## config.mk

```make
export PLATFORM = sky130hd
export DESIGN_NAME = acm_ctrl_top
export DESIGN_NICKNAME = d
export VERILOG_FILES = /design/src/logic/acm_pkg.sv /design/src/logic/acm_regs_if.sv /design/src/logic/acm_irq.sv /design/src/logic/acm_mode.sv /design/src/logic/acm_ctrl_top.sv
export VERILOG_INCLUDE_DIRS = /design/src /design/src/logic
export SDC_FILE = /design/constraint.sdc
export NUM_CORES = 1
export LEC_CHECK = 0
export ABC_AREA = 1
export BUFFER_PORTS_ARGS = -buffer_cell sky130_fd_sc_hd__buf_4
export CAP_MARGIN = 20
export CORE_ASPECT_RATIO = 1.2
export CORE_MARGIN = 1
export CORE_UTILIZATION = 35
export DETAILED_ROUTE_END_ITERATION = 12
export GPL_TIMING_DRIVEN = 0
export HOLD_SLACK_MARGIN = 0.15
export PLACE_DENSITY = 0.71
export RECOVER_POWER = 25
export SYNTH_ARGS = -nofsm -noshare
export SYNTH_HDL_FRONTEND = slang
export SYNTH_SLANG_ARGS = --single-unit
export TNS_END_PERCENT = 50
```

## constraint.sdc

```tcl
create_clock -name sys_clk_in -period 1.4 [get_ports sys_clk_in]
set_input_delay 0.28 -clock sys_clk_in [delete_from_list [all_inputs] [get_ports sys_clk_in]]
set_output_delay 0.28 -clock sys_clk_in [all_outputs]
set_load 0.1 [all_outputs]
```

## src/logic/acm_defines.svh

```systemverilog
// Register map, field positions, reset values and masks of the converter
// control block. Holds definitions only; included by its bare name.
`ifndef ACM_DEFINES_SVH
`define ACM_DEFINES_SVH
`define ACM_ADDR_ENABLE   32'hffff0504
`define ACM_ADDR_MODE     32'hffff0508
`define ACM_ADDR_STATUS   32'hffff0580
`define ACM_ADDR_CLEAR    32'hffff0584
`define ACM_ADDR_CALRES   32'hffff0588
`define ACM_ENABLE_RESET  8'h00
`define ACM_ENABLE_WMASK  8'h5b
`define ACM_MODE_RESET    8'h03
`define ACM_MODE_WMASK    8'hbf
`define ACM_STATUS_RESET  9'h000
`define ACM_STATUS_W      9
`define ACM_CAL_W         24
`define ACM_BIT_PRIM_RDY  0
`define ACM_BIT_AUX_RDY   1
`define ACM_BIT_OVR       3
`define ACM_BIT_PTHR      4
`define ACM_BIT_ATHR      6
`define ACM_BIT_CAL_RDY   8
`define ACM_MODE_CLKSEL   7
`define ACM_MODE_LPEN     5
`endif

```

## src/logic/acm_pkg.sv

```systemverilog
// Types of the converter control block: operation and power mode codes.
// Assumes nothing of its surroundings.
package acm_pkg;
   typedef enum logic [2:0] {
      ACM_OP_POWER_DOWN  = 3'h0,
      ACM_OP_CONTINUOUS  = 3'h1,
      ACM_OP_SINGLE      = 3'h2,
      ACM_OP_IDLE        = 3'h3,
      ACM_OP_SELF_OFFSET = 3'h4,
      ACM_OP_SELF_GAIN   = 3'h5,
      ACM_OP_SYS_ZERO    = 3'h6,
      ACM_OP_SYS_FULL    = 3'h7
   } acm_op_mode_t;
   typedef enum logic [1:0] {
      ACM_PM_NORMAL     = 2'h0,
      ACM_PM_LOW        = 2'h1,
      ACM_PM_NORMAL_ALT = 2'h2,
      ACM_PM_LOW_PLUS   = 2'h3
   } acm_power_mode_t;
endpackage

```

## src/logic/acm_regs_if.sv

```systemverilog
// Carrier between the control top and its two register modules.
// Assumes one clock and an asynchronous active-low reset.
`timescale 1ns/1ps
`include "acm_defines.svh"
interface acm_regs_if (
   input wire logic clk,
   input wire logic rst_n
);
   logic                     ce;
   logic                     wr;
   logic [`ACM_STATUS_W-1:0] wdata;
   logic                     sel_enable;
   logic                     sel_clear;
   logic                     sel_mode;
   logic [`ACM_STATUS_W-1:0] hw_set;
   logic [`ACM_STATUS_W-1:0] hw_clr;
   logic                     go_idle;
   logic [`ACM_STATUS_W-1:0] status;
   logic [7:0]               enable;
   logic [7:0]               mode;
   modport irq (input clk, rst_n, ce, wr, wdata, sel_enable, sel_clear,
                input hw_set, hw_clr, output status, enable);
   modport mode_reg (input clk, rst_n, ce, wr, wdata, sel_mode, go_idle,
                     output mode);
endinterface

```

## src/logic/acm_irq.sv

```systemverilog
// Sticky status flags and the interrupt enable register.
// Assumes set and clear requests arrive on the same clock.
`timescale 1ns/1ps
`include "acm_defines.svh"
module acm_irq (
   acm_regs_if.irq rf
);
   logic [`ACM_STATUS_W-1:0] next_status;
   logic [7:0]               next_enable;

   // A set arriving with its clear wins, so no event is lost.
   always_comb
   begin
      next_status = rf.status;
      next_enable = rf.enable;
      if (rf.ce)
      begin
         next_status = (rf.status & ~(rf.hw_clr |
            ((rf.wr && rf.sel_clear) ? rf.wdata : `ACM_STATUS_RESET)))
            | rf.hw_set;
         if (rf.wr && rf.sel_enable)
            next_enable = rf.wdata[7:0] & `ACM_ENABLE_WMASK;
      end
   end

   always_ff @(posedge rf.clk or negedge rf.rst_n)
   begin
      if (!rf.rst_n)
      begin
         rf.status <= `ACM_STATUS_RESET;
         rf.enable <= `ACM_ENABLE_RESET;
      end
      else
      begin
         rf.status <= next_status;
         rf.enable <= next_enable;
      end
   end
endmodule // acm_irq

```

## src/logic/acm_mode.sv

```systemverilog
// Converter mode register with hardware return to idle.
// Assumes the return request is a one-cycle pulse on the same clock.
`timescale 1ns/1ps
`include "acm_defines.svh"
module acm_mode (
   acm_regs_if.mode_reg rf
);
   logic [7:0] next_mode;

   // A software write in the same cycle beats the return to idle.
   always_comb
   begin
      next_mode = rf.mode;
      if (rf.ce && rf.wr && rf.sel_mode)
         next_mode = rf.wdata[7:0] & `ACM_MODE_WMASK;
      else if (rf.ce && rf.go_idle)
         next_mode = {rf.mode[7:3], acm_pkg::ACM_OP_IDLE};
   end

   always_ff @(posedge rf.clk or negedge rf.rst_n)
   begin
      if (!rf.rst_n)
         rf.mode <= `ACM_MODE_RESET;
      else
         rf.mode <= next_mode;
   end
endmodule // acm_mode

```

## src/logic/acm_ctrl_top.sv

```systemverilog
// Converter control top: register port, status events, mode decode and
// the converter interrupt request.
// Assumes converter datapath events come from logic on sys_clk_in.
`timescale 1ns/1ps
`include "acm_defines.svh"
module acm_ctrl_top (
   input  wire logic                  sys_clk_in,
   input  wire logic                  arst_n_in,
   input  wire logic                  ce_in,
   input  wire logic [31:0]           addr_in,
   input  wire logic [31:0]           wr_data_in,
   input  wire logic                  wr_in,
   input  wire logic                  rd_in,
   input  wire logic                  prim_result_wr_in,
   input  wire logic                  aux_result_wr_in,
   input  wire logic                  prim_result_rd_in,
   input  wire logic                  aux_result_rd_in,
   input  wire logic                  prim_overrange_in,
   input  wire logic                  prim_threshold_in,
   input  wire logic                  accum_threshold_in,
   input  wire logic                  cal_done_in,
   input  wire logic [`ACM_CAL_W-1:0] cal_result_in,
   output logic      [31:0]           rd_data_out,
   output logic                       irq_out,
   output logic                       conv_clk_fast_out,
   output logic                       lp_enable_out,
   output logic                       amp_off_out,
   output logic      [2:0]            op_mode_out,
   output logic                       powerdown_out,
   output logic                       adc_hold_out,
   output logic                       cal_active_out
);

   // ---------------------------------------------------------------
   // Register modules
   // ---------------------------------------------------------------
   acm_regs_if rf (
      .clk   (sys_clk_in),
      .rst_n (arst_n_in)
   );

   acm_irq u_irq (
      .rf (rf)
   );

   acm_mode u_mode (
      .rf (rf)
   );

   // ---------------------------------------------------------------
   // Address decode
   // ---------------------------------------------------------------
   logic                    sel_enable;
   logic                    sel_mode;
   logic                    sel_status;
   logic                    sel_clear;
   logic                    sel_calres;
   acm_pkg::acm_op_mode_t   op_mode;
   acm_pkg::acm_power_mode_t power_mode;

   assign sel_enable = (addr_in == `ACM_ADDR_ENABLE);
   assign sel_mode   = (addr_in == `ACM_ADDR_MODE);
   assign sel_status = (addr_in == `ACM_ADDR_STATUS);
   assign sel_clear  = (addr_in == `ACM_ADDR_CLEAR);
   assign sel_calres = (addr_in == `ACM_ADDR_CALRES);
   assign op_mode    = acm_pkg::acm_op_mode_t'(rf.mode[2:0]);
   assign power_mode = acm_pkg::acm_power_mode_t'(rf.mode[4:3]);

   assign rf.ce         = ce_in;
   assign rf.wr         = wr_in;
   assign rf.wdata      = wr_data_in[`ACM_STATUS_W-1:0];
   assign rf.sel_enable = sel_enable;
   assign rf.sel_clear  = sel_clear;
   assign rf.sel_mode   = sel_mode;

   // ---------------------------------------------------------------
   // Status events
   // ---------------------------------------------------------------
   // The auxiliary ready flag needs an auxiliary result read followed
   // by a primary result read, so the first read is remembered here.
   logic                  aux_read_seen;
   logic                  next_aux_read_seen;
   logic [`ACM_CAL_W-1:0] cal_result;
   logic [`ACM_CAL_W-1:0] next_cal_result;
   logic                  cal_end;
   logic                  single_end;

   assign cal_end    = cal_done_in && rf.mode[2];
   assign single_end = prim_result_wr_in &&
                       (op_mode == acm_pkg::ACM_OP_SINGLE);
   assign rf.go_idle = cal_end || single_end;

   always_comb
   begin
      rf.hw_set = `ACM_STATUS_RESET;
      rf.hw_set[`ACM_BIT_PRIM_RDY] = prim_result_wr_in || cal_end;
      rf.hw_set[`ACM_BIT_AUX_RDY]  = aux_result_wr_in;
      rf.hw_set[`ACM_BIT_OVR]      = prim_overrange_in;
      rf.hw_set[`ACM_BIT_PTHR]     = prim_threshold_in;
      rf.hw_set[`ACM_BIT_ATHR]     = accum_threshold_in;
      rf.hw_set[`ACM_BIT_CAL_RDY]  = cal_end;
      rf.hw_clr = `ACM_STATUS_RESET;
      rf.hw_clr[`ACM_BIT_PRIM_RDY] = prim_result_rd_in;
      rf.hw_clr[`ACM_BIT_AUX_RDY]  = prim_result_rd_in &&
                                     (aux_read_seen || aux_result_rd_in);
   end

   always_comb
   begin
      next_aux_read_seen = aux_read_seen;
      next_cal_result    = cal_result;
      if (ce_in)
      begin
         if (prim_result_rd_in)
            next_aux_read_seen = 1'b0;
         else if (aux_result_rd_in)
            next_aux_read_seen = 1'b1;
         if (cal_end)
            next_cal_result = cal_result_in;
      end
   end

   always_ff @(posedge sys_clk_in or negedge arst_n_in)
   begin
      if (!arst_n_in)
      begin
         aux_read_seen <= 1'b0;
         cal_result    <= {`ACM_CAL_W{1'b0}};
      end
      else
      begin
         aux_read_seen <= next_aux_read_seen;
         cal_result    <= next_cal_result;
      end
   end

   // ---------------------------------------------------------------
   // Read port and registered outputs
   // ---------------------------------------------------------------
   logic [31:0] next_rd_data;
   logic        next_irq;
   logic        next_clk_fast;
   logic        next_lp_enable;
   logic        next_amp_off;
   logic [2:0]  next_op_mode;
   logic        next_powerdown;
   logic        next_hold;
   logic        next_cal_active;

   always_comb
   begin
      next_rd_data = 32'h0000_0000;
      if (rd_in)
      begin
         // Reserved and unmapped locations read as zero.
         if (sel_enable)
            next_rd_data[7:0] = rf.enable;
         else if (sel_mode)
            next_rd_data[7:0] = rf.mode;
         else if (sel_status)
            next_rd_data[`ACM_STATUS_W-1:0] = rf.status;
         else if (sel_calres)
            next_rd_data[`ACM_CAL_W-1:0] = cal_result;
      end
      next_irq        = |(rf.status[7:0] & rf.enable);
      next_clk_fast   = rf.mode[`ACM_MODE_CLKSEL];
      // The low-power enable only matters in the two low-power modes.
      next_lp_enable  = power_mode[0] && rf.mode[`ACM_MODE_LPEN];
      next_amp_off    = (power_mode == acm_pkg::ACM_PM_LOW_PLUS);
      next_op_mode    = op_mode;
      next_powerdown  = (op_mode == acm_pkg::ACM_OP_POWER_DOWN);
      next_hold       = (op_mode == acm_pkg::ACM_OP_IDLE);
      next_cal_active = rf.mode[2];
   end

   always_ff @(posedge sys_clk_in or negedge arst_n_in)
   begin
      if (!arst_n_in)
      begin
         rd_data_out       <= 32'h0000_0000;
         irq_out           <= 1'b0;
         conv_clk_fast_out <= 1'b0;
         lp_enable_out     <= 1'b0;
         amp_off_out       <= 1'b0;
         op_mode_out       <= 3'h3;
         powerdown_out     <= 1'b0;
         adc_hold_out      <= 1'b1;
         cal_active_out    <= 1'b0;
      end
      else if (ce_in)
      begin
         rd_data_out       <= next_rd_data;
         irq_out           <= next_irq;
         conv_clk_fast_out <= next_clk_fast;
         lp_enable_out     <= next_lp_enable;
         amp_off_out       <= next_amp_off;
         op_mode_out       <= next_op_mode;
         powerdown_out     <= next_powerdown;
         adc_hold_out      <= next_hold;
         cal_active_out    <= next_cal_active;
      end
   end

   logic seen_edge;

   always_ff @(posedge sys_clk_in or negedge arst_n_in)
   begin
      if (!arst_n_in)
         seen_edge <= 1'b0;
      else
         seen_edge <= 1'b1;
   end
endmodule // acm_ctrl_top

```

Word-level counts from Yosys, hierarchy flattened --
Cells that the tools add are included.
Word-level totals: register bits 81, input bits 101, output and inout port bits 42
Cells by class: eq/ne operators 8, multiplexer cells 13, bitwise gates (word level) 5, reduce and logical (&&, ||, !) cells 19
Operator list (number):
- equality test 32 bit (second input constant) | 5
- 2-to-1 mux 24 bit | 2
- 2-to-1 mux 16 bit | 2
- 2-to-1 mux 8 bit | 3
- 2-to-1 mux 9 bit | 2
- 2-to-1 mux 15 bit | 1
- bitwise AND 9 bit | 1
- logical AND 1 bit | 9
- NOT 9 bit | 1
- bitwise OR 2 x 9 -> 9 bit | 1
- bitwise OR 9 bit | 1
- bitwise AND 8 x 7 -> 8 bit | 1
- OR reduction 8 bit | 1
- equality test 3 x 2 -> 1 bit (second input constant) | 2
- AND reduction 2 bit | 3
- nonzero test 2 bit | 2
- logical NOT 3 bit | 1
- logical OR 1 bit | 3
- 2-to-1 mux 3 bit | 1
- equality test 2 bit (second input constant) | 1
- 2-to-1 mux 1 bit | 2

Logic depth before layout (Yosys ltp) --
word-level depth 7, mapped depth 11

By module --
Synthesis repeated with hierarchy kept, for this count alone.
Unflattened totals: cells, all modules 502, area total of the unflattened synthesis 4165.2 um2
By module, submodules not included:
- acm_ctrl_top | instances 1, cells each 363, area each 3079.2 um2
- acm_irq | instances 1, cells each 101, area each 743.2 um2
- acm_mode | instances 1, cells each 38, area each 342.8 um2

Worst setup path after synthesis --
OpenSTA, ideal clock, no wires.
path kind register -> output, start register op_mode_out[2], end output op_mode_out[2], arrival time 1.340 ns, data required time 1.120 ns, setup slack -0.220 ns, stages on the path, launching flop included 2, buffers on the path 1, path through dfrtp_1 > buf_4
RTL lines:
- from (decl) | line acm_ctrl_top.sv:28 | output logic [2:0] op_mode_out,
- from (signal assigned) | line acm_ctrl_top.sv:197 | op_mode_out <= next_op_mode;
No word-level cell between the ends.

Worst setup path after layout --
start register op_mode_out[1], end output op_mode_out[1]
No word-level cell between the ends.

==> results.yml <==
timing:
  finalCritPeriodShare: 0.9805
  final.setup_skew_ns: 0.008688
  max_clock_freq_mhz: 728.5
  timing.final.crit_period_ns: 1.373
  slew_headroom: 0.6522
  tns_ns: 0
  hold_viol: 0
  finalSetupViolCount: 0
  setup_ws_ns: 0.02734
  timing_worst_slew_pin_value_ns: 0.5217
  report.final.slew_viol_count: 0
  grt_setup_unrepaired: "yes"
detailed_routing:
  route.detailed.wl_per_inst_um: 13.51
  routed_via_density: 4.699
  routed_wl_mm: 10.20
  detailroute.via_count: 3548
  drtIter0Drc: 191
  drt-pass1-iter-count: 11
  remaining_drc_errors: 4
  drt.antenna.violating_nets: 0
setup_path:
  reg2reg_slack_ns: 0.09
  crit_chain: "buf_6"
  critPathCaptureType: "output port"
  critical_path.startpoint_type: "flop"
  worst-setup-path-type: "flop to output port"
  cp_num_cells: 1
  worst_ep_required_time_ns: 1.12
  critical_path_arrival_ns: 1.09
  cp_max_fo: 2
  r2r_cells: 6
  critical_path.top_delay_family: "flip-flops"
  timing.critical_path.slowest_stage_cell: "sky130_fd_sc_hd__dfstp_2"
  cp_num_buf_inv: 1
  worst_path_largest_cell_delay_ns: 0.54
die:
  dieWidth_um: 98.32
  floorplan.die.height_um: 117.6
  die_area_um2: 11560
  rows: 41
  core-area_um2: 10670
  initial_core_util: 0.3652
  top_level_ports: 143
finish:
  num_antenna_cells: 0
  area_delta_synth_final_pct: 37.38
  fin_util: 0.5016
  layout.cells.most_common: "sky130_fd_sc_hd__nand2_1"
  final_net_count: 722
  top_regs: "cal_result: 24 flops, rd_data_out: 24 flops, u_irq.rf.status: 9 flops"
  post_route_cells_drive_above_1_share: 0.3179
  most_frequent_cells_in_the_layout: "sky130_fd_sc_hd__nand2_1, sky130_fd_sc_hd__buf_4, sky130_fd_sc_hd__dfrtp_1"
  stdcell_area_um2: 5353
pwr:
  total_power_mw: 6.387
  vdd_drop_max_mv: 0.6895
  power-per-cell-area_nw_per_um2: 1193
  total_leakage_power_nw: 2.844
clocking:
  cts-htree-levels: 3
  clkSlewWorstSetupHoldPaths_ns: 0.06
  clock_latency_ns: 0.33
  clockRootBuffer: "sky130_fd_sc_hd__clkbuf_16"
  tritoncts: "built"
  clkSinkCount: 79
  numCtsBuffers: 9
  cts-root-to-sink-buffers: 2
synthesis:
  syn-instance-count: 483
  synth.top_cells.by_area: "sky130_fd_sc_hd__dfrtp_1, sky130_fd_sc_hd__nand2_1, sky130_fd_sc_hd__inv_1"
  dominantRegCellSynth: "sky130_fd_sc_hd__dfrtp_1"
  synth_enable_flop_cells: 0
  post_synth_top_area_share: 0.4753
  synth-seq-cells: 79
  synth_async_reset_ratio: 1.000
  library_cell_occupying_the_most_area_in_the_post_synthesis_netlist: "sky130_fd_sc_hd__dfrtp_1"
  distinct_cell_type_count_after_synthesis: 38
  mappedNetlistArea_um2: 3896
  postSynthAreaPerCell_um2: 8.067
  yosysSeqAreaShare: 0.5090
  synthesis.yosys.warnings: 0
placement:
  dp_hpwl_mm: 7.736
  gp_routability_congestion: 0.8366
  detailedPlace.worstSlack_ns: -0.2681
  placement.io_buffers: 110
  postPlaceCellArea_um2: 4911
global_routing:
  number_of_antenna_violations_at_the_first_check_in_global_routing: 0
  overflow: 0
  groute.usage.overall: 0.1829
  wire_length_of_the_first_global_routing_pass_mm: 16.85
  first_global_vias: 3615
  grt_max_degree: 80
hold_path:
  worst_hold_path_type: "input port to flop"
  worst_hold_path.num_cells: 3
status:
  violations_in_the_final_reports: "design-rule violations"
  status: "finished, violations left"
job:
  total_of_max_cap_violations: 0
[synth_stat cells (2+ instances only)]
cell / count
sky130_fd_sc_hd__inv_1: 36
sky130_fd_sc_hd__nand3_1: 26
sky130_fd_sc_hd__o21ai_2: 14
sky130_fd_sc_hd__dfstp_2: 5
sky130_fd_sc_hd__nand4_1: 3
sky130_fd_sc_hd__o21ai_0: 16
sky130_fd_sc_hd__nand3b_1: 2
sky130_fd_sc_hd__o21ai_1: 24
sky130_fd_sc_hd__nor2_4: 4
sky130_fd_sc_hd__nor3_1: 2
sky130_fd_sc_hd__nand2_1: 189
sky130_fd_sc_hd__a21oi_1: 3
sky130_fd_sc_hd__dfrtp_1: 74
sky130_fd_sc_hd__nor2_2: 7
sky130_fd_sc_hd__inv_2: 8
sky130_fd_sc_hd__buf_6: 3
sky130_fd_sc_hd__buf_4: 9
sky130_fd_sc_hd__nor2_1: 27
sky130_fd_sc_hd__nand2_4: 3
sky130_fd_sc_hd__clkbuf_1: 9
sky130_fd_sc_hd__buf_2: 2
[power breakdown]
part	internal [mW]	total [mW]	switching, mW
sequential	2.68	2.85	0.178
clock	1.30	2.21	0.910
combinational	0.457	1.32	0.865
[layer usage]
metal	wire [um]	track usage
met1	4253	0.2136
met2	5187	0.3178
met3	588	0.04751
met4	172	0.07276
met5	0	0
[logic make-up (layout without fill, tap and decap cells)]
kind of cell,after synthesis,in the layout,share of synthesized area
flip-flops,79,79,0.5090
AO/OA/AOI/OAI,61,61,0.09506
AND/OR/NAND/NOR,272,272,0.3089
buffers and inverters,70,206,0.08606
other,1,8,0.0009625
[cell type report]
class,count,area (um^2)
Sequential cell,79,1984
Fill cell,1037,5318
Timing Repair Buffer,123,973.4
Clock inverter,4,28.78
Clock buffer,12,256.5
Multi-Input combinational cell,341,1620
Inverter,46,175.2
Tap cell,129,161.4
Buffer,21,152.6
[worst reg2reg max path: stages, from the launching register on]
cell and delay (ns):
sky130_fd_sc_hd__dfstp_2 0.56, sky130_fd_sc_hd__inv_1 0.07, sky130_fd_sc_hd__nor4_1 0.20, sky130_fd_sc_hd__o21ai_0 0.17, sky130_fd_sc_hd__nand2_4 0.11, sky130_fd_sc_hd__nor2_1 0.04
sky130_fd_sc_hd__nor2_1 0.10
[final timing paths]
check | startpoint | end
max in group asynchronous | arst_n_in | op_mode_out[1]
worst min-delay path | cal_result_in[6] | cal_result[6]
min in group asynchronous | arst_n_in | rd_data_out[23]
worst max register to register | u_mode.rf.mode[1] | u_mode.rf.mode[1]
worst max-delay path | op_mode_out[1] | op_mode_out[1]
worst min register to register | cal_result[11] | cal_result[11]
[per-stage QoR]
| stage | hold WS [ns] | std cells |
|---|---|---|
| 2_1_floorplan | -0.01559 | 490 |
| 3_3_place_gp | 0.4555 | 729 |
| 3_5_place_dp | 0.4592 | 729 |
| 4_1_cts | 0.1504 | 751 |
| 5_1_grt | 0.1630 | 755 |
| 6_report | 0.1568 | 755 |
[timing repair]
| action | 4_1_cts | 5_1_grt |
|---|---|---|
| gates resized for setup | 4 | 8 |
| hold endpoints to repair | 5 | 74 |
| hold buffers | 5 | 1 |
| setup endpoints to repair | 29 | 17 |
| buffers inserted | 4 | 2 |
| pin swaps | 1 | 0 |
(Power assumes the default switching activity.)
